`src/hdl/rid_pkg.sv`:
```
// Purpose: shared constants and types for the instruction decode block
// Assumes: 14-bit instruction words, 8-bit data path
// Notes: field positions and phase count live here
package rid_pkg;
	localparam int INSTR_W = 14;
	localparam int DATA_W = 8;
	localparam int FADDR_W = 7;
	localparam int K8_W = 8;
	localparam int K11_W = 11;
	localparam int BITNUM_W = 3;
	// field positions
	localparam int OPC_HI = 13;
	localparam int OPC_LO = 8;
	localparam int DEST_POS = 7;
	localparam int FADDR_HI = 6;
	localparam int BITNUM_HI = 9;
	localparam int BITNUM_LO = 7;
	localparam int K8_HI = 7;
	localparam int K11_HI = 10;
	// status bit positions
	localparam int ST_C = 0;
	localparam int ST_DC = 1;
	localparam int ST_Z = 2;
	localparam logic [6:0] STATUS_ADDR = 7'h03;
	localparam logic [6:0] PCL_ADDR = 7'h02;
	// timing
	localparam int PHASES = 4;
	localparam logic [7:0] W_RESET = 8'h00;
	localparam logic [13:0] NOP_WORD = 14'h0000;

	typedef enum logic [1:0] {
		RID_CAT_BYTE = 2'b00,
		RID_CAT_BIT = 2'b01,
		RID_CAT_CALLJMP = 2'b10,
		RID_CAT_LIT = 2'b11
	} rid_cat_t;

	typedef enum logic [1:0] {
		RID_Q1 = 2'b00,
		RID_Q2 = 2'b01,
		RID_Q3 = 2'b10,
		RID_Q4 = 2'b11
	} rid_phase_t;

	typedef struct packed {
		rid_cat_t cat;
		logic [5:0] opc;
		logic dest;
		logic [6:0] faddr;
		logic [2:0] bitnum;
		logic [7:0] k8;
		logic [10:0] k11;
	} rid_fields_t;

	typedef struct packed {
		logic we;
		logic [6:0] addr;
		logic [7:0] data;
	} rid_fwrite_t;
endpackage : rid_pkg

```
`src/hdl/rid_phase_gen.sv`:
```
// Purpose: four-phase sequencer, one phase per oscillator period while clk_en is high
// Assumes: ref_clk is the oscillator clock
// Notes: cyc_end pulses in the last phase
`timescale 1ns/1ps
`default_nettype none
module rid_phase_gen (
	input wire logic ref_clk,
	input wire logic rst,
	input wire logic clk_en,
	output rid_pkg::rid_phase_t phase,
	output logic cyc_end
);
	rid_pkg::rid_phase_t phase_r;
	rid_pkg::rid_phase_t phase_nxt;

	always_comb begin
		case (phase_r)
			rid_pkg::RID_Q1: phase_nxt = rid_pkg::RID_Q2;
			rid_pkg::RID_Q2: phase_nxt = rid_pkg::RID_Q3;
			rid_pkg::RID_Q3: phase_nxt = rid_pkg::RID_Q4;
			rid_pkg::RID_Q4: phase_nxt = rid_pkg::RID_Q1;
			default: phase_nxt = rid_pkg::RID_Q1;
		endcase
	end

	always_ff @(posedge ref_clk or posedge rst) begin
		if (rst) begin
			phase_r <= rid_pkg::RID_Q1;
		end else if (clk_en) begin
			phase_r <= phase_nxt;
		end
	end

	assign phase = phase_r;
	assign cyc_end = clk_en && (phase_r == rid_pkg::RID_Q4);

	chk_phase_wrap: assert property (@(posedge ref_clk) disable iff (rst)
		(clk_en && phase_r == rid_pkg::RID_Q1) ##1 clk_en[*3] |=> phase_r == rid_pkg::RID_Q1)
		else $error("phase did not wrap after four periods");
endmodule : rid_phase_gen
`default_nettype wire

```
`src/hdl/rid_decode.sv`:
```
// Purpose: instruction decode and execute timing for an 8-bit core
// Assumes: fetched word and file read data valid through the cycle
// Notes: second cycle of taken branches and true skips runs as nop
`timescale 1ns/1ps
`default_nettype none
module rid_decode (
	input wire logic ref_clk,
	input wire logic rst,
	input wire logic clk_en,
	input wire logic [13:0] instr,
	input wire logic [7:0] f_rdata,
	output logic [6:0] f_raddr,
	output rid_pkg::rid_fwrite_t f_wr,
	output logic [7:0] w_out,
	output logic [7:0] status_out,
	output logic [10:0] pc_out,
	output logic fetch_next,
	output logic flush_cycle,
	output rid_pkg::rid_phase_t phase
);
	rid_pkg::rid_fields_t fld;
	logic cyc_end;
	logic [7:0] w_r;
	logic [7:0] status_r;
	logic [10:0] pc_r;
	logic flush_r;
	rid_pkg::rid_fwrite_t f_wr_r;
	logic [7:0] res;
	logic [2:0] flg;
	logic [2:0] flg_mask;
	logic to_file;
	logic to_w;
	logic skip;
	logic jump;
	logic [3:0] lo_sum;
	logic [8:0] sum9;

	// ==========================================
	// phase sequencer
	rid_phase_gen u_phase (
		.ref_clk(ref_clk),
		.rst(rst),
		.clk_en(clk_en),
		.phase(phase),
		.cyc_end(cyc_end)
	);

	// ==========================================
	// field split
	function automatic rid_pkg::rid_cat_t cat_of(input logic [13:0] iw);
		case (iw[13:12])
			2'b00: cat_of = rid_pkg::RID_CAT_BYTE;
			2'b01: cat_of = rid_pkg::RID_CAT_BIT;
			2'b10: cat_of = rid_pkg::RID_CAT_CALLJMP;
			default: cat_of = rid_pkg::RID_CAT_LIT;
		endcase
	endfunction : cat_of

	function automatic logic [8:0] add9(input logic [7:0] a, input logic [7:0] b, input logic ci);
		add9 = {1'b0, a} + {1'b0, b} + {8'h00, ci};
	endfunction : add9

	always_comb begin
		fld.cat = cat_of(instr);
		fld.opc = instr[rid_pkg::OPC_HI:rid_pkg::OPC_LO];
		fld.dest = instr[rid_pkg::DEST_POS];
		fld.faddr = instr[rid_pkg::FADDR_HI:0];
		fld.bitnum = instr[rid_pkg::BITNUM_HI:rid_pkg::BITNUM_LO];
		fld.k8 = instr[rid_pkg::K8_HI:0];
		fld.k11 = instr[rid_pkg::K11_HI:0];
	end

	assign f_raddr = fld.faddr;

	// ==========================================
	// execute
	always_comb begin
		res = 8'h00;
		flg = status_r[2:0];
		flg_mask = 3'b000;
		to_file = 1'b0;
		to_w = 1'b0;
		skip = 1'b0;
		jump = 1'b0;
		lo_sum = 4'h0;
		sum9 = 9'h000;
		case (fld.cat)
			rid_pkg::RID_CAT_BYTE: begin
				to_file = fld.dest;
				to_w = ~fld.dest;
				case (fld.opc[3:0])
					4'h0: begin
						res = w_r;
						to_file = fld.dest;
						to_w = 1'b0;
					end
					4'h1: begin
						res = 8'h00;
						flg_mask[rid_pkg::ST_Z] = 1'b1;
					end
					4'h2: begin
						sum9 = add9(f_rdata, ~w_r, 1'b1);
						lo_sum = 4'(({1'b0, f_rdata[3:0]} + {1'b0, ~w_r[3:0]} + 5'h01) >> 4);
						res = sum9[7:0];
						flg[rid_pkg::ST_C] = sum9[8];
						flg[rid_pkg::ST_DC] = lo_sum[0];
						flg_mask = 3'b111;
					end
					4'h3: begin
						res = f_rdata - 8'h01;
						flg_mask[rid_pkg::ST_Z] = 1'b1;
					end
					4'h4: begin
						res = f_rdata | w_r;
						flg_mask[rid_pkg::ST_Z] = 1'b1;
					end
					4'h5: begin
						res = f_rdata & w_r;
						flg_mask[rid_pkg::ST_Z] = 1'b1;
					end
					4'h6: begin
						res = f_rdata ^ w_r;
						flg_mask[rid_pkg::ST_Z] = 1'b1;
					end
					4'h7: begin
						sum9 = add9(f_rdata, w_r, 1'b0);
						lo_sum = 4'(({1'b0, f_rdata[3:0]} + {1'b0, w_r[3:0]}) >> 4);
						res = sum9[7:0];
						flg[rid_pkg::ST_C] = sum9[8];
						flg[rid_pkg::ST_DC] = lo_sum[0];
						flg_mask = 3'b111;
					end
					4'h8: begin
						res = f_rdata;
						flg_mask[rid_pkg::ST_Z] = 1'b1;
					end
					4'h9: begin
						res = ~f_rdata;
						flg_mask[rid_pkg::ST_Z] = 1'b1;
					end
					4'ha: begin
						res = f_rdata + 8'h01;
						flg_mask[rid_pkg::ST_Z] = 1'b1;
					end
					4'hb: begin
						res = f_rdata - 8'h01;
						skip = (res == 8'h00);
					end
					4'hc: begin
						res = {status_r[rid_pkg::ST_C], f_rdata[7:1]};
						flg[rid_pkg::ST_C] = f_rdata[0];
						flg_mask[rid_pkg::ST_C] = 1'b1;
					end
					4'hd: begin
						res = {f_rdata[6:0], status_r[rid_pkg::ST_C]};
						flg[rid_pkg::ST_C] = f_rdata[7];
						flg_mask[rid_pkg::ST_C] = 1'b1;
					end
					4'he: res = {f_rdata[3:0], f_rdata[7:4]};
					4'hf: begin
						res = f_rdata + 8'h01;
						skip = (res == 8'h00);
					end
					default: res = 8'h00;
				endcase
				flg[rid_pkg::ST_Z] = (res == 8'h00);
			end
			rid_pkg::RID_CAT_BIT: begin
				res = f_rdata;
				case (fld.opc[3:2])
					2'b00: begin
						res[fld.bitnum] = 1'b0;
						to_file = 1'b1;
					end
					2'b01: begin
						res[fld.bitnum] = 1'b1;
						to_file = 1'b1;
					end
					2'b10: skip = ~f_rdata[fld.bitnum];
					default: skip = f_rdata[fld.bitnum];
				endcase
			end
			rid_pkg::RID_CAT_CALLJMP: begin
				jump = 1'b1;
			end
			default: begin
				to_w = 1'b1;
				case (fld.opc[5:2])
					4'hc: res = fld.k8;
					4'hd: begin
						res = fld.k8;
						jump = 1'b1;
					end
					4'he: begin
						res = w_r | fld.k8;
						flg_mask[rid_pkg::ST_Z] = 1'b1;
						if (fld.opc[1:0] == 2'b01) begin
							res = w_r & fld.k8;
						end else if (fld.opc[1:0] == 2'b10) begin
							res = w_r ^ fld.k8;
						end
					end
					default: begin
						sum9 = fld.opc[1] ? add9(w_r, fld.k8, 1'b0) : add9(fld.k8, ~w_r, 1'b1);
						lo_sum = fld.opc[1] ? 4'(({1'b0, w_r[3:0]} + {1'b0, fld.k8[3:0]}) >> 4)
							: 4'(({1'b0, fld.k8[3:0]} + {1'b0, ~w_r[3:0]} + 5'h01) >> 4);
						res = sum9[7:0];
						flg[rid_pkg::ST_C] = sum9[8];
						flg[rid_pkg::ST_DC] = lo_sum[0];
						flg_mask = 3'b111;
					end
				endcase
				flg[rid_pkg::ST_Z] = (res == 8'h00);
			end
		endcase
		if (to_file && fld.faddr == rid_pkg::PCL_ADDR) begin
			jump = 1'b1;
		end
	end

	// ==========================================
	// state update in last phase
	always_ff @(posedge ref_clk or posedge rst) begin
		if (rst) begin
			w_r <= rid_pkg::W_RESET;
		end else if (cyc_end && !flush_r && to_w) begin
			w_r <= res;
		end
	end

	always_ff @(posedge ref_clk or posedge rst) begin
		if (rst) begin
			f_wr_r <= '0;
		end else if (clk_en) begin
			f_wr_r.we <= (phase == rid_pkg::RID_Q3) && !flush_r && to_file;
			f_wr_r.addr <= fld.faddr;
			f_wr_r.data <= res;
		end
	end

	always_ff @(posedge ref_clk or posedge rst) begin
		if (rst) begin
			status_r <= 8'h00;
		end else if (cyc_end && !flush_r) begin
			if (to_file && fld.faddr == rid_pkg::STATUS_ADDR) begin
				status_r <= {res[7:3], (res[2:0] & ~flg_mask) | (flg & flg_mask)};
			end else begin
				status_r[2:0] <= (status_r[2:0] & ~flg_mask) | (flg & flg_mask);
			end
		end
	end

	always_ff @(posedge ref_clk or posedge rst) begin
		if (rst) begin
			pc_r <= 11'h000;
			flush_r <= 1'b0;
		end else if (cyc_end) begin
			// two cycles on skip or jump
			flush_r <= !flush_r && (skip || jump);
			if (!flush_r && fld.cat == rid_pkg::RID_CAT_CALLJMP) begin
				pc_r <= fld.k11;
			end else if (!flush_r && to_file && fld.faddr == rid_pkg::PCL_ADDR) begin
				pc_r <= {pc_r[10:8], res};
			end else begin
				pc_r <= pc_r + 11'h001;
			end
		end
	end

	assign w_out = w_r;
	assign status_out = status_r;
	assign pc_out = pc_r;
	assign f_wr = f_wr_r;
	assign fetch_next = cyc_end;
	assign flush_cycle = flush_r;

	chk_flush_no_write: assert property (@(posedge ref_clk) disable iff (rst)
		flush_r |=> !f_wr_r.we)
		else $error("file written during nop cycle");
	chk_skip_flush: assert property (@(posedge ref_clk) disable iff (rst)
		(cyc_end && !flush_r && skip) |=> flush_r)
		else $error("skip did not insert nop cycle");
	chk_single_cycle: assert property (@(posedge ref_clk) disable iff (rst)
		(cyc_end && !flush_r && !skip && !jump) |=> !flush_r)
		else $error("plain op took two cycles");
	chk_w_dest: assert property (@(posedge ref_clk) disable iff (rst)
		(cyc_end && !flush_r && fld.cat == rid_pkg::RID_CAT_BYTE && !fld.dest && fld.opc[3:0] != 4'h0)
		|=> w_r == $past(res))
		else $error("accumulator not written");
	// write strobe only in last phase
	chk_write_phase: assert property (@(posedge ref_clk) disable iff (rst)
		f_wr_r.we |-> phase == rid_pkg::RID_Q4)
		else $error("file write outside last phase");
	chk_clr_zero: assert property (@(posedge ref_clk) disable iff (rst)
		(cyc_end && !flush_r && fld.cat == rid_pkg::RID_CAT_BYTE && fld.opc[3:0] == 4'h1)
		|=> status_r[rid_pkg::ST_Z])
		else $error("zero flag not set on clear");
	// bit op changes only one bit
	chk_bit_rmw: assert property (@(posedge ref_clk) disable iff (rst)
		(clk_en && phase == rid_pkg::RID_Q3 && !flush_r && fld.cat == rid_pkg::RID_CAT_BIT && !fld.opc[3])
		|=> $countones(f_wr_r.data ^ $past(f_rdata)) <= 1)
		else $error("bit op altered other bits");
	chk_jump_pc: assert property (@(posedge ref_clk) disable iff (rst)
		(cyc_end && !flush_r && fld.cat == rid_pkg::RID_CAT_CALLJMP) |=> pc_r == $past(fld.k11))
		else $error("pc not loaded from literal");
endmodule : rid_decode
`default_nettype wire

```
`config.mk`:
```
export PLATFORM = sky130hd
export DESIGN_NAME = rid_decode
export DESIGN_NICKNAME = d
export VERILOG_FILES = /design/src/hdl/rid_pkg.sv /design/src/hdl/rid_phase_gen.sv /design/src/hdl/rid_decode.sv
export SDC_FILE = /design/constraint.sdc
export NUM_CORES = 1
export LEC_CHECK = 0
export BUFFER_PORTS_ARGS = -buffer_cell sky130_fd_sc_hd__buf_2
export CORE_AREA = 10 10 165 183
export DETAILED_ROUTE_END_ITERATION = 10
export DIE_AREA = 0 0 175 193
export GPL_TIMING_DRIVEN = 0
export PLACE_DENSITY = 0.41
export SLEW_MARGIN = 25
export SYNTH_ARGS = -nofsm -noshare
export SYNTH_HDL_FRONTEND = slang
export SYNTH_SLANG_ARGS = --single-unit
export TNS_END_PERCENT = 100
```
`constraint.sdc`:
```
create_clock -name ref_clk -period 4.6 [get_ports ref_clk]
set_input_delay 0.23 -clock ref_clk [delete_from_list [all_inputs] [get_ports ref_clk]]
set_output_delay 0.23 -clock ref_clk [all_outputs]
set_load 0.01 [all_outputs]
```
After elaboration in Yosys (flattened, before gate mapping)
Cells that the tools add are included.
- flip-flop bits (word level): 46
- bits of input ports: 25
- output and inout port bits: 54
- logic and storage cells: 154
- $add $sub $neg: 15
- order comparisons: 2
- eq/ne operators: 32
- multiplexer cells: 39
- bitwise logic cells: 20
- reduce and logical (&&, ||, !) cells: 36
- operators with widths (kind ; count):
    $pmux 8 s14 ; 1
    $eq 4x4->1 const B ; 11
    $add 8x8->9 ; 4
    $logic_not 8->1 ; 4
    $mux 8 ; 4
    $pmux 8 s2 ; 2
    $and 8x8->8 ; 3
    $not 8->8 ; 3
    $or 8x8->8 ; 3
    $pmux 8 s3 ; 1
    $mux 11 ; 2
    $add 4x4->5 ; 4
    $add 9x1->9 const B ; 2
    $eq 4x3->1 const B ; 4
    $xor 8x8->8 ; 2
    $eq 7x2->1 const B ; 2
    $pmux 1 s2 ; 7
    $reduce_or 2->1 ; 7
    $eq 2x2->1 const B ; 6
    $logic_and 1x1->1 ; 12
    $pmux 3 s2 ; 2
    $add 11x1->11 const B ; 1
    $mux 1 ; 11
    $add 5x1->5 const B ; 2
    other kinds (29) ; 44

Logic depth before layout (Yosys ltp)
- word-level depth: 11
- mapped depth: 13
- depth with buffers taken out: 12

Modules after synthesis
From an unflattened synthesis, not the netlist that was laid out.
- cells, all modules: 844
- area total of the unflattened synthesis: 6422.4 um^2
- by module, submodules not included (module ; times used ; cells each ; area each (um^2) ; sequential area each (um^2)):
    rid_decode ; 1 ; 831 ; 6297.3 ; 1101.1
    rid_phase_gen ; 1 ; 13 ; 125.1 ; 50.0

Worst setup path after synthesis
No wires, ideal clock.
- kind: register to register
- start point: register w_r[1], in the netlist w_out[1]
- end point: register w_r[6], in the netlist w_out[6]
- library setup time: 125 ps
- arrival: 2721 ps
- data required time: 4475 ps
- path slack: 1754 ps
- stages on the path, launching flop included: 11
- path buffers: 0
- period minus slack after synthesis: 2846 ps
- path through: dfrtp_1 inv_1 fa_1 nand2b_1 a211oi_1 mux2i_1 o22ai_1 o22a_1 a221oi_1 o21ba_2 mux2_2
- word-level cells in the longest chain between the ends: 7
- elaborated cells on any way between the ends: 13
- those cells by class: add/sub: 6; mux: 6; bitwise: 1
- ends and longest elaborated chain (what ; line ; text):
    start: declaration ; rid_decode.sv:23 ; logic [7:0] w_r;
    start signal: assignment ; rid_decode.sv:225 ; w_r <= rid_pkg::W_RESET;
    start signal: assignment ; rid_decode.sv:227 ; w_r <= res;
    $not 8->8 ; rid_decode.sv:102, rid_decode.sv:204 ;
    $add 8x8->9 ; rid_decode.sv:60 ; add9 = {1'b0, a} + {1'b0, b} + {8'h00, ci};
    $add 9x1->9 ; rid_decode.sv:60 ;
    $mux 9 ; rid_decode.sv:204 ; sum9 = fld.opc[1] ? add9(w_r, fld.k8, 1'b0) : add9(fld.k8, ~w_r, 1'b1);
    $pmux 8 s2 ; rid_decode.sv:188 ; case (fld.opc[5:2])
    $mux 8 ; rid_decode.sv:87 ; case (fld.cat)
    $pmux 8 s3 * ; rid_decode.sv:87 ;
Every way passes the cells marked *; elsewhere a longest branch is shown, timed or not. The select of a mux whose other input is x is not followed.
A chain may end at the register's enable or synchronous reset.

==> results.env <==
REGISTER_CLOCK_PIN_SLEW_ON_THE_REPORTED_WORST_SETUP_AND_HOLD_PATHS_NS=0.07
FINALWEIGHTEDCONGESTION=0.927
POSTCTSRESIZEDCELLS=0
CRITICAL_PATH_ARRIVAL_NS=4.33
GR-USAGE-MET3_PCT=2.05
CRITICAL_PATH.ENDPOINT_TYPE='register'
FLOPS_LATCHES_SYNTH=46
START_UTIL_PCT=24.6
DRT_WL_TOTAL_UM=30400
FILLCELLCOUNT=3013
SYNTH.MOST_COMMON_CELL='sky130_fd_sc_hd__a21oi_1'
SYNTH.CELLS.MOST_FREQUENT='69 x sky130_fd_sc_hd__a21oi_1, 67 x sky130_fd_sc_hd__nand2_1, 65 x sky130_fd_sc_hd__nor2_1, 63 x sky130_fd_sc_hd__o21ai_0, 60 x sky130_fd_sc_hd__ha_1'
DIE_X_UM=175
CTS.ROOT.BUFFER_CELL='sky130_fd_sc_hd__clkbuf_16'
WORST_REG2REG_PATH_STARTPOINT='w_out[2]$_DFFE_PP0P_'
SEQ_POWER_SHARE_PCT=23.4
BUSIEST_LAYER='met2'
GRT_START_MAX_NET_PINS=47
SYN_AREA_MM2=0.00651
WL_PER_CELL_UM=23.6
USE_MET1_PCT=22.3
CRITICAL_PATH_CLASS='input pin to register'
FINALMAXSLEWVIOLATIONS=0
POWER_SWITCHING_SHARE_PCT=50.7
P_INT_W=0.00150
REMAINING_DRC_ERRORS=0
POST_LAYOUT_NONFILLER_INSTANCES=1288
DRT_ITER0_DRC=470
SETUP_TOTAL_NEGATIVE_SLACK_NS=0
CELL_PWR_DENSITY_mW_PER_MM2=403
YOSYS_WARNINGS=0
DIE-AREA_MM2=0.0338
ANTENNA_CELLS=0
PLACEDCELLCOUNT=1280
GRT_ANTENNA_BEFORE_REPAIR=0
SYN_TO_FINAL_GROWTH_PCT=15.6
DRIVE_GT1_SHARE_PCT=18.4
FIN_CRIT_SH_PCT=89.2
CP_MAX_FO=10
POST_CTS_HOLD_FIX_BUFS=0
SYNTH-ASYNC-RESET-RATIO_PCT=100
CTS.HTREE.LEVELS=2
P_LEAK_nW=3.08
VIA_COUNT_OF_THE_FIRST_GLOBAL_ROUTING_PASS=7256
DETAIL_ROUTE.FIRST_PASS.ITERATIONS=7
WORST_CLOCK_SKEW_NS=0.00261
TIMING.CRITICAL_PATH.REQUIRED_NS=4.83
CORE_AREA_MM2=0.0265
VDD.IR_DROP.WORST_mV=0.213
SETUP_REPAIR_AFTER_GLOBAL_ROUTING_MISSED_ITS_MARGIN='false'
SYNTH.AVG_CELL_AREA_UM2=7.71
GRT_OVERFLOW=0
ROUTED_ANTENNA_NETS=0
FINAL_DESIGN_AREA_NO_FILL_MM2=0.00753
POST-ROUTE-MIN-PERIOD_NS=4.10
CLOCK_SINK_COUNT=46
DIE_HEIGHT_UM=193
YS_TOP_CELLS_BY_AREA='sky130_fd_sc_hd__dfrtp_1 18%, sky130_fd_sc_hd__ha_1 12%, sky130_fd_sc_hd__a21oi_1 5.3%'
YOSYS.AREA.TOP_TYPE='sky130_fd_sc_hd__dfrtp_1'
SYNTH.NET_COUNT=933
COMB_POWER_SHARE_PCT=62.8
IO_PINS=79
SYNTH-EDFF-COUNT=0
CAP_VIOLATIONS=0
GLOBAL_ROUTE.USAGE.TOTAL_PCT=17.5
DOMINANTREGCELLSYNTH='sky130_fd_sc_hd__dfrtp_1'
STATUS='finished clean'
GRT_PASS1_WL_UM=45800
SLEW_HEADROOM_PCT=23.5
TIMING.FINAL.SETUP_VIOLATIONS=0
YOSYSUNIQUECELLTYPES=79
SYNTH_SEQUENTIAL_AREA_RATIO_PCT=17.7
GLOBAL_ROUTE.USAGE.MET2_PCT=29.7
FMAX_MHz=244
FF2FF_SETUP_SLACK_NS=0.50
CTS_POST_SETUP_BUFFERS_INSERTED=0
SYNTHESIZED_INSTANCE_COUNT=844
AVGVIACOUNTPERCELL=5.52
SHARE_CLK_OF_TOTAL_POWER_PCT=13.8
FINALHOLDVIOLATIONS=0
KIND_OF_START_POINT_OF_THE_CRITICAL_PATH='input pin'
PORT-BUFFER-COUNT=78
NUMBER_OF_PLACEMENT_ROWS=63
INSERTION_DELAY_NS=0.29
TRITONCTS.NUM_BUFFERS=5
HOLD_CLASS='input pin to async pin'
TIMING_WORST_SLEW_PIN_VALUE_NS=1.12
NETS=1019
CLOCK_TREE_FROM_TRITONCTS='done'
PLACE.DETAILED.HPWL_UM=23800
RR_WORST_DEPTH=10
TOTAL_SWITCHING_POWER_W=0.00154
POST-SYNTH-TOP-AREA-FRACTION_PCT=17.7
CLK_PATH_BUF_DEPTH=2
VIAS=7105
DPL-INSTANCE-AREA_MM2=0.00736
-- cell type report --
type                            instances  area, um2  area share, %
Multi-Input combinational cell        688       4830           64.2
Inverter                               50        190           2.53
Tap cell                              357        447           5.94
Sequential cell                        46       1150           15.3
Buffer                                 60        344           4.57
Clock inverter                          3       40.0          0.532
Timing Repair Buffer                   79        395           5.25
Clock buffer                            5        125           1.66
-- worst max path at each step --
stage / endpoint / cells past startpoint / start
finish: register / 12 / f_rdata[3]
global route: register / 9 / w_out[1]$_DFFE_PP0P_
CTS: register / 9 / w_out[1]$_DFFE_PP0P_
detailed placement: register / 12 / f_rdata[3]
global placement: register / 12 / f_rdata[3]
floorplan: w_out[6]$_DFFE_PP0P_ / 10 / w_out[1]$_DFFE_PP0P_
-- critical path: stages --
cell and delay, ns:
sky130_fd_sc_hd__buf_2 0.23, sky130_fd_sc_hd__clkbuf_1 0.41, sky130_fd_sc_hd__inv_1 0.27, sky130_fd_sc_hd__ha_1 0.51
sky130_fd_sc_hd__nor2_1 0.08, sky130_fd_sc_hd__a221o_1 0.36, sky130_fd_sc_hd__o21ba_2 0.25, sky130_fd_sc_hd__o21a_1 0.18
sky130_fd_sc_hd__o311ai_0 0.72, sky130_fd_sc_hd__a31oi_1 0.16, sky130_fd_sc_hd__nor4_1 0.66, sky130_fd_sc_hd__o311a_1 0.26
-- cells by family after synthesis --
kind of cell	count (synthesis)	share of synthesized area, %
multiplexers	47	8.05
buffers and inverters	110	8.17
flip-flops	46	17.7
adder cells (fa/ha/maj)	64	12.8
AO/OA/AOI/OAI	269	27.8
AND/OR/NAND/NOR	287	22.6
XOR/XNOR	21	2.94
-- through the flow --
step / total power (W) / hold WS (ns) / utilization (%) / worst slack, ns
global route: 0.00329 / 0.0644 / 28.4 / 0.358
global placement: 0.00262 / 0.485 / 27.7 / 0.284
CTS: 0.00304 / 0.0403 / 28.4 / 0.576
detailed placement: 0.00260 / 0.359 / 27.8 / 0.351
floorplan: 0.00190 / 0.358 / - / 1.75
finish: 0.00303 / 0.0138 / 28.4 / 0.496
-- flip-flops by register name, indices dropped and copies added, names as in the netlist, named ones only --
name / count
pc_out: 11
f_wr: 16
w_out: 8
flush_cycle: 1
u_phase.phase: 2
status_out: 5
-- power by group through the flow --
stage	clock network (W)	logic, W	registers (W)
2_1_floorplan	0	0.00120	0.000700
3_3_place_gp	0	0.00191	0.000712
3_5_place_dp	0	0.00188	0.000717
4_1_cts	0.000434	0.00190	0.000710
5_1_grt	0.000446	0.00211	0.000731
6_report	0.000418	0.00190	0.000709
-- per-layer routing --
metal | share of wire, % | vias up
met3 | 5.5 | 57
met5 | 0 | -
li1 | - | 3282
met1 | 43 | 3486
met4 | 3.8 | 0
met2 | 48 | 280
-- layout by cell type (no fill, tap or decap), types with 26 or more instances in the layout --
cell | netlist | final
sky130_fd_sc_hd__nand3_1 | 26 | 26
sky130_fd_sc_hd__buf_2 | 14 | 93
sky130_fd_sc_hd__nor2_1 | 65 | 65
sky130_fd_sc_hd__dfrtp_1 | 46 | 46
sky130_fd_sc_hd__inv_1 | 47 | 46
sky130_fd_sc_hd__nand2_1 | 67 | 67
sky130_fd_sc_hd__o21ai_0 | 63 | 63
sky130_fd_sc_hd__ha_1 | 60 | 60
sky130_fd_sc_hd__a21oi_1 | 69 | 69
No activity file was read; power rests on OpenSTA's default activity.
